File: src/rtl/imc_defines.vh
// Shared constants for the inter-domain management message codec.
`ifndef IMC_DEFINES_VH
`define IMC_DEFINES_VH

// Register byte offsets on the Wishbone slave.
`define IMC_REG_CTRL 8'h00
`define IMC_REG_STATUS 8'h04
`define IMC_REG_LOCAL_ID 8'h08
`define IMC_REG_CLUSTER_LO 8'h0c
`define IMC_REG_CLUSTER_HI 8'h10
`define IMC_REG_MASTER_LO 8'h14
`define IMC_REG_MASTER_HI 8'h18
`define IMC_REG_DOMAIN_ID 8'h1c
`define IMC_REG_REPORT_CFG 8'h20
`define IMC_REG_TX_DATA 8'h24
`define IMC_REG_RX_TARGET 8'h28
`define IMC_REG_RX_SHIFT 8'h2c
`define IMC_REG_RX_PEER 8'h30
`define IMC_REG_RX_REPORT 8'h34

// Control bit positions and reset value.
`define IMC_CTRL_AUTO_CONFIRM 0
`define IMC_CTRL_SEND_CONFIRM 1
`define IMC_CTRL_SEND_REPORT 2
`define IMC_CTRL_OUTCOME 3
`define IMC_CTRL_RESET 4'h1

// Message kinds on the octet streams.
`define IMC_KIND_REQUEST 2'h0
`define IMC_KIND_CONFIRM 2'h1
`define IMC_KIND_REPORT 2'h2

// Fixed octet positions; all but the target count, which only requests carry, are shared by all three payloads.
`define IMC_OCT_CLUSTER 5'h02
`define IMC_OCT_MASTER 5'h08
`define IMC_OCT_DOMAIN 5'h0e
`define IMC_OCT_KIND_FIELD 5'h11
`define IMC_OCT_TARGET_COUNT 5'h12

`endif

File: src/rtl/imc_codec.v
// Management message codec: octet FIFO, framer, parser and Wishbone registers.
//
// Design decisions made here: the placing of the registers and register access over Wishbone.
`timescale 1ns/1ps
`include "imc_defines.vh"

// Small synchronous FIFO with valid and ready on both sides.
module imc_fifo #(
    parameter WIDTH = 8,
    parameter DEPTH = 4,
    parameter AW = 2
) (
    input wire mclk,
    input wire srst,
    input wire in_valid,
    output wire in_ready,
    input wire [WIDTH-1:0] in_data,
    output wire out_valid,
    input wire out_ready,
    output wire [WIDTH-1:0] out_data
);
    reg [WIDTH-1:0] mem [0:DEPTH-1];
    reg [AW-1:0] wr_q;
    reg [AW-1:0] rd_q;
    reg [AW:0] cnt_q;
    wire push = in_valid && in_ready;
    wire pop = out_valid && out_ready;

    assign in_ready = (cnt_q != DEPTH[AW:0]);
    assign out_valid = (cnt_q != {(AW+1){1'b0}});
    assign out_data = mem[rd_q];

    // Pointers wrap at DEPTH so non-power-of-two depths still work.
    always @(posedge mclk) begin
        if (srst) begin
            wr_q <= {AW{1'b0}};
            rd_q <= {AW{1'b0}};
            cnt_q <= {(AW+1){1'b0}};
        end else begin
            if (push) begin
                wr_q <= (wr_q == DEPTH[AW-1:0] - 1'b1) ? {AW{1'b0}} : wr_q + 1'b1;
            end
            if (pop) begin
                rd_q <= (rd_q == DEPTH[AW-1:0] - 1'b1) ? {AW{1'b0}} : rd_q + 1'b1;
            end
            if (push && !pop) begin
                cnt_q <= cnt_q + 1'b1;
            end else if (pop && !push) begin
                cnt_q <= cnt_q - 1'b1;
            end
        end
    end

    // Storage needs no reset; empty entries are never presented.
    always @(posedge mclk) begin
        if (push) begin
            mem[wr_q] <= in_data;
        end
    end
endmodule

// Codec top: builds confirmations and victim reports, parses incoming messages.
module imc_codec #(
    parameter FIFO_DEPTH = 4
) (
    input wire mclk,
    input wire srst,
    input wire wb_cyc_i,
    input wire wb_stb_i,
    input wire wb_we_i,
    input wire [7:0] wb_adr_i,
    input wire [3:0] wb_sel_i,
    input wire [31:0] wb_dat_i,
    output reg [31:0] wb_dat_o,
    output wire wb_ack_o,
    output reg tx_valid,
    input wire tx_ready,
    output reg [7:0] tx_data,
    output reg tx_last,
    output reg [1:0] tx_kind,
    input wire rx_valid,
    output wire rx_ready,
    input wire [7:0] rx_data,
    input wire rx_last,
    input wire [1:0] rx_kind
);
    localparam TX_IDLE = 2'd0;
    localparam TX_HDR = 2'd1;
    localparam TX_BODY = 2'd2;
    localparam RX_HDR = 3'd0;
    localparam RX_LIST = 3'd1;
    localparam RX_SHIFT = 3'd2;
    localparam RX_LEN = 3'd3;
    localparam RX_BODY = 3'd4;
    localparam RX_DRAIN = 3'd5;

    // Software-visible configuration.
    reg [3:0] ctrl_q;
    reg [7:0] node_q;
    reg [7:0] designator_q;
    reg [47:0] cluster_q;
    reg [47:0] master_q;
    reg [23:0] domain_q;
    reg [7:0] rep_count_q;
    reg [15:0] rep_body_q;
    // Status and parse results.
    reg [4:0] sticky_q;
    reg confirm_pend_q;
    reg report_pend_q;
    reg [7:0] target_count_q;
    reg [23:0] last_target_q;
    reg [31:0] shift_q;
    reg [23:0] peer_domain_q;
    reg [7:0] peer_outcome_q;
    reg [7:0] peer_tables_q;
    reg [7:0] tables_done_q;
    reg [7:0] first_victims_q;
    reg ack_q;

    // Octet n of a little-endian multi-octet field.
    function [7:0] field_octet;
        input [47:0] val;
        input [2:0] n;
        begin
            field_octet = val[8*n +: 8];
        end
    endfunction

    // Common header octets 0..16 followed by the kind-specific octet 17.
    function [7:0] hdr_octet;
        input [4:0] idx;
        input [1:0] kind;
        input [7:0] node;
        input [7:0] desig;
        input [47:0] clus;
        input [47:0] mast;
        input [23:0] dom;
        input outcome;
        input [7:0] count;
        begin
            if (idx == 5'h00) begin
                hdr_octet = node;
            end else if (idx == 5'h01) begin
                hdr_octet = desig;
            end else if (idx < `IMC_OCT_MASTER) begin
                hdr_octet = field_octet(clus, idx[2:0] - 3'd2);
            end else if (idx < `IMC_OCT_DOMAIN) begin
                hdr_octet = field_octet(mast, idx[2:0]);
            end else if (idx < `IMC_OCT_KIND_FIELD) begin
                hdr_octet = field_octet({24'h000000, dom}, idx[2:0] - 3'd6);
            end else if (kind == `IMC_KIND_CONFIRM) begin
                hdr_octet = {7'h00, outcome};
            end else begin
                hdr_octet = count;
            end
        end
    endfunction

    // Wishbone decode; data writes stall while the FIFO is full.
    wire wb_req = wb_cyc_i && wb_stb_i && !ack_q;
    wire sel_data = (wb_adr_i == `IMC_REG_TX_DATA);
    wire fifo_in_ready;
    wire fifo_out_valid;
    wire [7:0] fifo_out_data;
    wire fifo_pop;
    wire fifo_push = wb_req && wb_we_i && sel_data && wb_sel_i[0];
    wire wb_take = wb_req && (!(wb_we_i && sel_data && wb_sel_i[0]) || fifo_in_ready);
    wire wr = wb_take && wb_we_i;
    assign wb_ack_o = ack_q;
    assign rx_ready = 1'b1;

    // Body octets of the victim report pass through this buffer.
    imc_fifo #(.WIDTH(8), .DEPTH(FIFO_DEPTH), .AW(2)) u_fifo (
        .mclk(mclk),
        .srst(srst),
        .in_valid(fifo_push),
        .in_ready(fifo_in_ready),
        .in_data(wb_dat_i[7:0]),
        .out_valid(fifo_out_valid),
        .out_ready(fifo_pop),
        .out_data(fifo_out_data)
    );

    // Transmit framer state.
    reg [1:0] tx_st_q;
    reg [4:0] tx_idx_q;
    reg [15:0] tx_left_q;
    wire tx_adv = !tx_valid || tx_ready;
    assign fifo_pop = (tx_st_q == TX_BODY) && tx_adv && fifo_out_valid;

    // Receive parser state.
    reg [2:0] rx_st_q;
    reg [4:0] rx_idx_q;
    reg [1:0] rx_kind_q;
    reg [15:0] rx_left_q;
    reg [1:0] rx_pos_q;
    reg [15:0] rx_len_q;
    reg rx_first_q;
    wire rx_take = rx_valid;
    wire [1:0] kind_now = (rx_idx_q == 5'h00 && rx_st_q == RX_HDR) ? rx_kind : rx_kind_q;
    reg rx_done;
    reg rx_err;

    // Register writes, sticky flags and command pending bits.
    always @(posedge mclk) begin
        if (srst) begin
            ctrl_q <= `IMC_CTRL_RESET;
            node_q <= 8'h00;
            designator_q <= 8'h00;
            cluster_q <= 48'h000000000000;
            master_q <= 48'h000000000000;
            domain_q <= 24'h000000;
            rep_count_q <= 8'h00;
            rep_body_q <= 16'h0000;
            sticky_q <= 5'h00;
            confirm_pend_q <= 1'b0;
            report_pend_q <= 1'b0;
            ack_q <= 1'b0;
        end else begin
            ack_q <= wb_take;
            if (wr && wb_adr_i == `IMC_REG_CTRL && wb_sel_i[0]) begin
                ctrl_q[`IMC_CTRL_AUTO_CONFIRM] <= wb_dat_i[`IMC_CTRL_AUTO_CONFIRM];
                ctrl_q[`IMC_CTRL_OUTCOME] <= wb_dat_i[`IMC_CTRL_OUTCOME];
            end
            if (wr && wb_adr_i == `IMC_REG_LOCAL_ID) begin
                if (wb_sel_i[0]) node_q <= wb_dat_i[7:0];
                if (wb_sel_i[1]) designator_q <= wb_dat_i[15:8];
            end
            if (wr && wb_adr_i == `IMC_REG_CLUSTER_LO) cluster_q[31:0] <= wb_dat_i;
            if (wr && wb_adr_i == `IMC_REG_CLUSTER_HI) cluster_q[47:32] <= wb_dat_i[15:0];
            if (wr && wb_adr_i == `IMC_REG_MASTER_LO) master_q[31:0] <= wb_dat_i;
            if (wr && wb_adr_i == `IMC_REG_MASTER_HI) master_q[47:32] <= wb_dat_i[15:0];
            if (wr && wb_adr_i == `IMC_REG_DOMAIN_ID) domain_q <= wb_dat_i[23:0];
            if (wr && wb_adr_i == `IMC_REG_REPORT_CFG) begin
                rep_count_q <= wb_dat_i[7:0];
                rep_body_q <= wb_dat_i[31:16];
            end
            // Flags clear by writing one; a same-cycle set still wins.
            sticky_q <= (wr && wb_adr_i == `IMC_REG_STATUS) ? sticky_q & ~wb_dat_i[5:1] : sticky_q;
            if (rx_done && rx_kind_q == `IMC_KIND_REQUEST) sticky_q[0] <= 1'b1;
            if (rx_done && rx_kind_q == `IMC_KIND_CONFIRM) sticky_q[1] <= 1'b1;
            if (rx_done && rx_kind_q == `IMC_KIND_REPORT) sticky_q[2] <= 1'b1;
            if (rx_err) sticky_q[3] <= 1'b1;
            if (rx_done && rx_kind_q == `IMC_KIND_CONFIRM && peer_outcome_q > 8'h01) begin
                sticky_q[4] <= 1'b1;
            end
            // A finished request queues its confirmation automatically.
            if (rx_done && rx_kind_q == `IMC_KIND_REQUEST && ctrl_q[`IMC_CTRL_AUTO_CONFIRM]) begin
                confirm_pend_q <= 1'b1;
            end else if (wr && wb_adr_i == `IMC_REG_CTRL && wb_dat_i[`IMC_CTRL_SEND_CONFIRM]) begin
                confirm_pend_q <= 1'b1;
            end else if (tx_st_q == TX_IDLE && tx_adv) begin
                // Clear only when the framer really leaves idle, or a stalled last octet loses it.
                confirm_pend_q <= 1'b0;
            end
            if (wr && wb_adr_i == `IMC_REG_CTRL && wb_dat_i[`IMC_CTRL_SEND_REPORT]) begin
                report_pend_q <= 1'b1;
            end else if (tx_st_q == TX_IDLE && tx_adv && !confirm_pend_q) begin
                report_pend_q <= 1'b0;
            end
        end
    end

    // Registered read data, taken on the same edge that raises ack.
    always @(posedge mclk) begin
        if (srst) begin
            wb_dat_o <= 32'h00000000;
        end else if (wb_take && !wb_we_i) begin
            case (wb_adr_i)
                `IMC_REG_CTRL: wb_dat_o <= {28'h0000000, ctrl_q & 4'h9};
                `IMC_REG_STATUS: wb_dat_o <= {26'h0, sticky_q, tx_st_q != TX_IDLE};
                `IMC_REG_LOCAL_ID: wb_dat_o <= {16'h0000, designator_q, node_q};
                `IMC_REG_CLUSTER_LO: wb_dat_o <= cluster_q[31:0];
                `IMC_REG_CLUSTER_HI: wb_dat_o <= {16'h0000, cluster_q[47:32]};
                `IMC_REG_MASTER_LO: wb_dat_o <= master_q[31:0];
                `IMC_REG_MASTER_HI: wb_dat_o <= {16'h0000, master_q[47:32]};
                `IMC_REG_DOMAIN_ID: wb_dat_o <= {8'h00, domain_q};
                `IMC_REG_REPORT_CFG: wb_dat_o <= {rep_body_q, 8'h00, rep_count_q};
                `IMC_REG_RX_TARGET: wb_dat_o <= {target_count_q, last_target_q};
                `IMC_REG_RX_SHIFT: wb_dat_o <= shift_q;
                `IMC_REG_RX_PEER: wb_dat_o <= {peer_outcome_q, peer_domain_q};
                `IMC_REG_RX_REPORT: wb_dat_o <= {8'h00, first_victims_q, tables_done_q, peer_tables_q};
                default: wb_dat_o <= 32'h00000000;
            endcase
        end
    end

    // Framer: 18 header octets, then the report body from the FIFO.
    // Confirmations take priority so a peer's request is never starved.
    always @(posedge mclk) begin
        if (srst) begin
            tx_st_q <= TX_IDLE;
            tx_idx_q <= 5'h00;
            tx_left_q <= 16'h0000;
            tx_valid <= 1'b0;
            tx_data <= 8'h00;
            tx_last <= 1'b0;
            tx_kind <= 2'h0;
        end else if (tx_adv) begin
            tx_valid <= 1'b0;
            tx_last <= 1'b0;
            case (tx_st_q)
                TX_IDLE: begin
                    tx_idx_q <= 5'h00;
                    if (confirm_pend_q) begin
                        tx_kind <= `IMC_KIND_CONFIRM;
                        tx_left_q <= 16'h0000;
                        tx_st_q <= TX_HDR;
                    end else if (report_pend_q) begin
                        tx_kind <= `IMC_KIND_REPORT;
                        tx_left_q <= rep_body_q;
                        tx_st_q <= TX_HDR;
                    end
                end
                TX_HDR: begin
                    tx_valid <= 1'b1;
                    tx_data <= hdr_octet(tx_idx_q, tx_kind, node_q, designator_q, cluster_q,
                        master_q, domain_q, ctrl_q[`IMC_CTRL_OUTCOME], rep_count_q);
                    tx_idx_q <= tx_idx_q + 5'h01;
                    if (tx_idx_q == `IMC_OCT_KIND_FIELD) begin
                        tx_last <= (tx_left_q == 16'h0000);
                        tx_st_q <= (tx_left_q == 16'h0000) ? TX_IDLE : TX_BODY;
                    end
                end
                TX_BODY: begin
                    // Software supplies lengths and tables as raw octets.
                    if (fifo_out_valid) begin
                        tx_valid <= 1'b1;
                        tx_data <= fifo_out_data;
                        tx_left_q <= tx_left_q - 16'h0001;
                        tx_last <= (tx_left_q == 16'h0001);
                        if (tx_left_q == 16'h0001) tx_st_q <= TX_IDLE;
                    end
                end
                default: tx_st_q <= TX_IDLE;
            endcase
        end
    end

    // Parser: every accepted octet outside the drain state moves the walk by one octet position.
    always @(posedge mclk) begin
        if (srst) begin
            rx_st_q <= RX_HDR;
            rx_idx_q <= 5'h00;
            rx_kind_q <= 2'h0;
            rx_left_q <= 16'h0000;
            rx_pos_q <= 2'h0;
            rx_len_q <= 16'h0000;
            rx_first_q <= 1'b0;
            rx_done <= 1'b0;
            rx_err <= 1'b0;
            target_count_q <= 8'h00;
            last_target_q <= 24'h000000;
            shift_q <= 32'h00000000;
            peer_domain_q <= 24'h000000;
            peer_outcome_q <= 8'h00;
            peer_tables_q <= 8'h00;
            tables_done_q <= 8'h00;
            first_victims_q <= 8'h00;
        end else begin
            rx_done <= 1'b0;
            rx_err <= 1'b0;
            if (rx_take) begin
                rx_kind_q <= kind_now;
                case (rx_st_q)
                    RX_HDR: begin
                        rx_idx_q <= rx_idx_q + 5'h01;
                        if (rx_idx_q >= `IMC_OCT_DOMAIN && rx_idx_q < `IMC_OCT_KIND_FIELD) begin
                            // Octets 14 to 16 map to bytes 0 to 2 of the domain identifier.
                            peer_domain_q[8*(rx_idx_q - `IMC_OCT_DOMAIN) +: 8] <= rx_data;
                        end
                        if (rx_idx_q == `IMC_OCT_KIND_FIELD) begin
                            if (kind_now == `IMC_KIND_CONFIRM) begin
                                peer_outcome_q <= rx_data;
                                rx_done <= 1'b1;
                                rx_st_q <= RX_DRAIN;
                            end else if (kind_now == `IMC_KIND_REPORT) begin
                                peer_tables_q <= rx_data;
                                tables_done_q <= 8'h00;
                                rx_left_q <= {8'h00, rx_data};
                                rx_pos_q <= 2'h0;
                                rx_first_q <= 1'b1;
                                rx_done <= (rx_data == 8'h00);
                                rx_st_q <= (rx_data == 8'h00) ? RX_DRAIN : RX_LEN;
                            end
                            // Request offset octet carries nothing needed here.
                        end
                        if (rx_idx_q == `IMC_OCT_TARGET_COUNT) begin
                            target_count_q <= rx_data;
                            rx_left_q <= {8'h00, rx_data};
                            rx_pos_q <= 2'h0;
                            rx_st_q <= (rx_data == 8'h00) ? RX_SHIFT : RX_LIST;
                        end
                    end
                    RX_LIST: begin
                        // Each entry overwrites, so the last one remains.
                        last_target_q[8*rx_pos_q +: 8] <= rx_data;
                        rx_pos_q <= (rx_pos_q == 2'h2) ? 2'h0 : rx_pos_q + 2'h1;
                        if (rx_pos_q == 2'h2) begin
                            rx_left_q <= rx_left_q - 16'h0001;
                            if (rx_left_q == 16'h0001) rx_st_q <= RX_SHIFT;
                        end
                    end
                    RX_SHIFT: begin
                        // Bit 0 is direction, bits 31:1 the shift amount.
                        shift_q[8*rx_pos_q +: 8] <= rx_data;
                        rx_pos_q <= rx_pos_q + 2'h1;
                        if (rx_pos_q == 2'h3) begin
                            rx_done <= 1'b1;
                            rx_st_q <= RX_DRAIN;
                        end
                    end
                    RX_LEN: begin
                        rx_len_q[8*rx_pos_q[0] +: 8] <= rx_data;
                        rx_pos_q <= {1'b0, ~rx_pos_q[0]};
                        if (rx_pos_q[0]) begin
                            if ({rx_data, rx_len_q[7:0]} == 16'h0000) begin
                                tables_done_q <= tables_done_q + 8'h01;
                                rx_left_q <= rx_left_q - 16'h0001;
                                rx_first_q <= 1'b0;
                                rx_done <= (rx_left_q == 16'h0001);
                                if (rx_left_q == 16'h0001) rx_st_q <= RX_DRAIN;
                            end else begin
                                rx_len_q <= {rx_data, rx_len_q[7:0]};
                                rx_st_q <= RX_BODY;
                            end
                        end
                    end
                    RX_BODY: begin
                        // Only octet 0 of the first table is decoded; the rest is stepped over.
                        if (rx_first_q) first_victims_q <= rx_data;
                        rx_first_q <= 1'b0;
                        rx_len_q <= rx_len_q - 16'h0001;
                        if (rx_len_q == 16'h0001) begin
                            tables_done_q <= tables_done_q + 8'h01;
                            rx_left_q <= rx_left_q - 16'h0001;
                            rx_done <= (rx_left_q == 16'h0001);
                            rx_st_q <= (rx_left_q == 16'h0001) ? RX_DRAIN : RX_LEN;
                        end
                    end
                    default: begin
                        rx_st_q <= RX_DRAIN;
                    end
                endcase
                // Frame end resets the walk; ending before completion is an error.
                if (rx_last) begin
                    rx_st_q <= RX_HDR;
                    rx_idx_q <= 5'h00;
                    rx_pos_q <= 2'h0;
                    if (rx_st_q != RX_DRAIN && !(rx_st_q == RX_SHIFT && rx_pos_q == 2'h3)
                        && !(rx_st_q == RX_HDR && rx_idx_q == `IMC_OCT_KIND_FIELD
                        && kind_now == `IMC_KIND_CONFIRM)
                        && !(rx_st_q == RX_HDR && rx_idx_q == `IMC_OCT_KIND_FIELD
                        && kind_now == `IMC_KIND_REPORT && rx_data == 8'h00)
                        && !(rx_st_q == RX_BODY && rx_len_q == 16'h0001 && rx_left_q == 16'h0001)
                        && !(rx_st_q == RX_LEN && rx_pos_q[0] && rx_left_q == 16'h0001
                        && {rx_data, rx_len_q[7:0]} == 16'h0000)) begin
                        rx_err <= 1'b1;
                    end
                end
            end
        end
    end
endmodule

File: config.mk
export PLATFORM = sky130hd
export DESIGN_NAME = imc_codec
export DESIGN_NICKNAME = d
export VERILOG_FILES = /design/src/rtl/imc_codec.v
export VERILOG_INCLUDE_DIRS = /design/src /design/src/rtl
export SDC_FILE = /design/constraint.sdc
export NUM_CORES = 1
export LEC_CHECK = 0
export BUFFER_PORTS_ARGS = -buffer_cell sky130_fd_sc_hd__clkbuf_2
export CAP_MARGIN = 40
export CORE_ASPECT_RATIO = 0.8
export CORE_MARGIN = 2
export CORE_UTILIZATION = 62
export CTS_CLUSTER_SIZE = 28
export DETAILED_ROUTE_END_ITERATION = 6
export PLACE_DENSITY = 0.8
export RECOVER_POWER = 50
export SYNTH_ARGS = -nofsm -noshare
export SYNTH_HDL_FRONTEND = slang
export SYNTH_SLANG_ARGS = --single-unit
File: constraint.sdc
create_clock -name mclk -period 4 [get_ports mclk]
set_input_delay 0.8 -clock mclk [delete_from_list [all_inputs] [get_ports mclk]]
set_output_delay 0.8 -clock mclk [all_outputs]
set_load 0.05 [all_outputs]
After elaboration in Yosys (flattened, before gate mapping):

Memories as Yosys holds them, arrays and structs flattened. A register that Yosys moved wholly into a read port is not among the register bits.
Index checks and enable logic that the tools add are counted.
W data, S select, Z words.

* flip-flop bits (word level): 411
* memory bits (writable): 32
* output and inout port bits: 46
* memories kept: 1

Memories
* u_fifo.mem: depth 4, bits a word 8, read ports 1, clocked after memory_dff 1, write ports 1, RTL line imc_codec.v:22 `reg [WIDTH-1:0] mem [0:DEPTH-1];`

* $add $sub $neg: 17
* magnitude comparators: 6
* eq/ne operators: 62
* shifts and indexed selects: 11
* multiplexer cells: 111
* bitwise operators: 6
* reduce and logical (&&, ||, !) cells: 118

Operators with widths (count)
* $pmux W32 S13: 1
* $mux W16: 13
* $shiftx A48 B7 Y8: 3
* $mux W8: 13
* $shift A8 B34 Y24 const A: 2
* $shiftx A8 B34 Y24: 2
* $pmux W16 S2: 2
* $pmux W16 S4: 1
* $logic_and A1 B1 Y1: 52
* $bwmux W24: 2
* $eq A16 B1 Y1 const B: 3
* $eq A8 B6 Y1 const B: 6
* $mux W3: 16
* $sub A16 B1 Y16 const B: 3
* $mux W2: 20
* $neg A32 Y34: 1
* $neg A4 Y34: 1
* $neg A5 Y34: 1
* $shift A8 B34 Y16 const A: 1
* $shift A8 B34 Y32 const A: 1
* $shiftx A8 B34 Y16: 1
* $shiftx A8 B34 Y32: 1
* $bwmux W32: 1
* $eq A8 B5 Y1 const B: 4
* 65 further kinds: 180

Longest topological paths before layout:

* word-level depth: 11
* mapped depth: 13
* mapped depth without buffers: 12

Cells and area by module:

Synthesis repeated with hierarchy kept, for this count alone.

* cells, all modules: 2791
* area total of the unflattened synthesis: 23012.1 um2

By module, submodules not included
* imc_codec: instances 1, cells an instance 2701, area each 21378.0 um2
* imc_fifo: instances 1, cells an instance 90, area each 1634.1 um2

Worst setup path before layout:

No wires, ideal clock.

* kind: register -> register
* start point: reg rx_idx_q[1]
* end point: reg peer_domain_q[20]
* setup time: 0.128 ns
* data arrival time: 3.297 ns
* required time: 3.872 ns
* setup slack: 0.575 ns
* cell stages (with the launch flop): 12
* path buffers: 0
* cells stage by stage: dfxtp_1 -> inv_1 -> ha_1 -> nor3b_2 -> nand2b_1 -> ha_1 -> or4b_2 -> nor3_1 -> nand4_1 -> nor4_4 -> mux2i_1 -> nor2_1

* cells in the longest elaborated chain, start to end: 4
* elaborated cells on any way between the ends: 9
* classes of those cells: add/sub: 2; order compare: 2; shift: 2; mux: 1; reduce/logical: 2

Ends and longest elaborated chain
* from (decl): RTL line imc_codec.v:193 `reg [4:0] rx_idx_q;`
* from (signal assigned): RTL line imc_codec.v:367 `rx_idx_q <= rx_idx_q + 5'h01;`
* $sub A5 B4 Y6 (no source line)
* $neg A32 Y34: RTL line imc_codec.v:370 `` peer_domain_q[8*(rx_idx_q - `IMC_OCT_DOMAIN) +: 8] <= rx_data; ``
* $shiftx A8 B34 Y24 / $shift A8 B34 Y24 (equally long branches): RTL line imc_codec.v:370
* $bwmux W24: RTL line imc_codec.v:370
* to (signal, indexed assignment): RTL line imc_codec.v:370
* to (decl): RTL line imc_codec.v:113 `reg [23:0] peer_domain_q;`

Parallel ways exist; a longest one is shown, timed or not.
A chain may end at the register's enable or synchronous reset.

Worst setup path after layout:

* start point: in rx_valid
* end point: reg peer_outcome_q[5]

* cells in the longest elaborated chain, start to end: 1

Ends and longest elaborated chain
* from (decl): RTL line imc_codec.v:81 `input wire rx_valid,`
* $reduce_and A4 Y1 (no source line)
* to (signal assigned): RTL line imc_codec.v:374 `peer_outcome_q <= rx_data;`
* to (decl): RTL line imc_codec.v:114 `reg [7:0] peer_outcome_q;`

No other way between the ends.

==> reports/results.tsv <==
metric	value	unit
detail-routed via count per cell	6.92	
DRT iter0 DRCs	3601	
Nets	2857	
Max IR drop VDD	0.375	mV
Net Sw Frac	0.241	
chip height	174	µm
most used cell, CP	clkbuf_1	
register share of total power	0.485	
drt pass-1 iters	6	
top cell type's share of synthesized area	0.368	
layout cells sized above 1	0.101	
placed inst area	23600	µm²
vias in the first global route	20500	
Synth area leader	dfxtp_1	
Max clock buf depth	3	
Sequential Area	9230	µm²
ANT nets after route	0	
failing checks	max-capacitance violations, max-slew violations	
DP HPWL	63100	µm
PnR worst setup slack	0.178	ns
total global routing overflow	0	
Multi-input gate area	12300	µm²
fin crit period	3.82	ns
clk sinks	445	
Slew Limit Fails	244	
Final Cycle Share	0.956	
worst slew pin tran	2.03	ns
setup tns final	0	ns
outcome	finished with violations	
Area contributors post-synth	dfxtp_1 37%, mux2i_1 7.0%, nand2_1 7.0%	
Synth Flop Type	dfxtp_1	
worst slack, placed	0.263	ns
clock slew at reported path FFs	0.07	ns
Final Non-Filler Cells	3263	
I/O pins	108	
fmax	262	MHz
WL/cell	26.8	µm
pin count of the biggest net entering global routing	149	
Post-synth EDFFs	32	
syn nets	2822	
Setup crit end kind	register	
Critical Path Slowest Stage Cell	clkbuf_1	
Max-Cap Viols	2	
Internal	7020	µW
unrepaired setup endpoints after global routing	false	
clk_skew	0.0244	ns
width of the die	217	µm
post-cts hold buffer count	0	
via count	22600	
DRC Markers	0	
initial antenna violation count	2	
postcts setup bufs	0	
Hold Crit Class	reg -> reg	
Comb pwr share	0.046	
Yosys warning count	0	
post-synthesis sequential area ratio	0.411	
post-synthesis cell area	22500	µm²
area grow syn2layout	11.1	%
Port Buffers	104	
Final Core Density	0.697	
Crit Path Class	in -> reg	
placed instance count	3179	
Synth cell types	87	
crit-path cells	clkbuf_1 -> nor4b_1 -> clkbuf_1 -> nand3_1 -> mux2i_1 -> nor2_1	
PostCTS Resize Cnt	0	
crit-path max cell delay	0.81	ns
Clk network pwr share	0.469	
fill cell total of the finished layout	2911	
Worst slew margin	-0.353	
CP delay by family, top	buffers and inverters	
CTS tree	yes	
number of CTS-inserted buffers	45	
Worst Path Buf+Inv	2	
Syn Area/Cell	8.28	µm²
clk_lat worst skew	0.58	ns
Worst Setup Start Kind	primary input	
Post-Synthesis Cells	2712	
#FFs+latches synth	445	
first-pass GRT wire length	129000	µm
final WL	87300	µm
Leakage	0.00879	µW
PwrDens	371	nW/µm²
initial core utilization	0.628	
overall routing resource usage	0.451	
CP Launch Point	rx_valid	
Final Setup Violations	0	
die area	37800	µm²
hold path startpoint	wb_dat_o[3]	
r2r startpoint	rx_idx_q[1]	
Critical Path Fanout Max	23	
Placer Congestion	1.02	
Design Area, Final	24900	µm²
# rows	62	
required time worst endpoint	4.43	ns
Core Area	35800	µm²
Async SR Flop Fraction	0	
Psw	2230	µW
endpoints failing hold	0	
CTS H-tree lvls	2	
Crit path arrival time	4.25	ns
Clock Root Buffer	clkbuf_16	
per-stage QoR:
step / power (µW) / hold slack [ns]
2_1_floorplan: 4800 / 0.413
3_3_place_gp: 4990 / 0.439
3_5_place_dp: 5000 / 0.441
4_1_cts: 9230 / 0.457
5_1_grt: 9440 / 0.474
6_report: 9250 / 0.458
path summary, 6_finish.rpt:
path | endpoint | slack, ns | cells past startpoint
setup / recovery | peer_outcome_q[5] | 0.18 | 6
hold / removal | wb_dat_o[3] | 0.46 | 2
setup reg to reg | peer_domain_q[23] | 0.22 | 12
hold reg to reg | wb_dat_o[3] | 0.46 | 2
metal layers:
metal  GRT usage  part of all wire  vias up
li1            -                 -     9841
met1       0.652              0.40    10700
met2       0.616              0.39     1744
met3       0.143              0.15      303
met4       0.191             0.052        2
met5           0           0.00015        -
power groups by stage:
stage / logic, µW / registers, µW / clock network, µW
final: 425 / 4490 / 4340
after global routing: 432 / 4490 / 4510
after CTS: 408 / 4490 / 4320
after detailed placement: 405 / 4590 / 0
after global placement: 398 / 4590 / 0
after floorplan: 212 / 4590 / 0
area by class of cell:
cell class                 count  share of cell area
multi-input combinational   2028               0.494
sequential                   445               0.370
clock buffer                  56              0.0501
timing repair buffer         188              0.0455
tap                          480              0.0241
clock inverter                26              0.0104
inverter                      39             0.00587
antenna                        1            0.000100
worst reg2reg max path: stages, from the launching register on:
cell      delay (ns)
dfxtp_1         0.48
inv_1           0.14
ha_1            0.36
nor3b_2         0.31
nand2b_1        0.09
ha_1            0.31
or4b_2          0.67
nor3_1          0.23
nand4_1         0.24
nor4_4          0.21
buf_4           0.29
mux2i_1         0.25
nor2_1          0.06
state kept, by name, indices dropped and copies added (netlist names), 5 cells and up, named ones only:
register         cells
cluster_q           48
master_q            48
shift_q             32
u_fifo.mem          32
wb_dat_o            32
domain_q            24
last_target_q       24
peer_domain_q       24
rep_body_q          16
rx_left_q           16
tx_left_q           16
designator_q         8
first_victims_q      8
node_q               8
peer_outcome_q       8
peer_tables_q        8
rep_count_q          8
rx_len_q             8
tables_done_q        8
target_count_q       8
tx_data              8
rx_idx_q             5
sticky_q             5
tx_idx_q             5
synthesized netlist by cell type (7+ instances only):
| library cell | n |
|---|---|
| or2_2 | 7 |
| a211oi_1 | 14 |
| and3_1 | 15 |
| o21ai_0 | 113 |
| nor3b_1 | 13 |
| mux2_2 | 8 |
| a32o_1 | 9 |
| a22o_1 | 27 |
| o22ai_1 | 19 |
| xor2_1 | 8 |
| nand2b_1 | 21 |
| nand3b_1 | 7 |
| mux4_2 | 24 |
| clkbuf_1 | 173 |
| a31oi_1 | 22 |
| o221ai_1 | 8 |
| a21oi_1 | 308 |
| nor2b_1 | 12 |
| nand2_1 | 416 |
| nor4_1 | 17 |
| edfxtp_1 | 32 |
| inv_1 | 39 |
| dfxtp_1 | 413 |
| buf_2 | 13 |
| nor3_1 | 88 |
| a22oi_1 | 70 |
| nor2_1 | 257 |
| buf_1 | 13 |
| xnor2_1 | 7 |
| a221oi_1 | 10 |
| nand3_1 | 113 |
| nand4_1 | 21 |
| and2_1 | 14 |
| o31ai_1 | 15 |
| ha_1 | 47 |
| or4_1 | 14 |
| mux2i_1 | 156 |
| o211ai_1 | 18 |
| or3_1 | 26 |
cell families after synthesis:
family	count (synthesis)	share of synthesized area
xor gates and xnor gates	16	0.00658
and+or+nand+nor	1088	0.228
muxes	188	0.0976
other	1	0.000167
AOI/OAI and AO/OA	687	0.189
adders and majority gates	48	0.0271
DFF	445	0.411
buffers and inverters	239	0.0408
placed cells by master, fill, tap and decap left out, types with 46 or more instances in the layout:
| cell type | n |
|---|---|
| nor2_1 | 255 |
| mux2i_1 | 156 |
| a22oi_1 | 70 |
| nand2_1 | 416 |
| o21ai_0 | 113 |
| nand3_1 | 113 |
| nor3_1 | 88 |
| buf_4 | 69 |
| clkbuf_1 | 65 |
| a21oi_1 | 308 |
| clkbuf_2 | 49 |
| dfxtp_1 | 412 |
| ha_1 | 47 |
| clkbuf_16 | 46 |
Power figures use the tool's default switching activity.
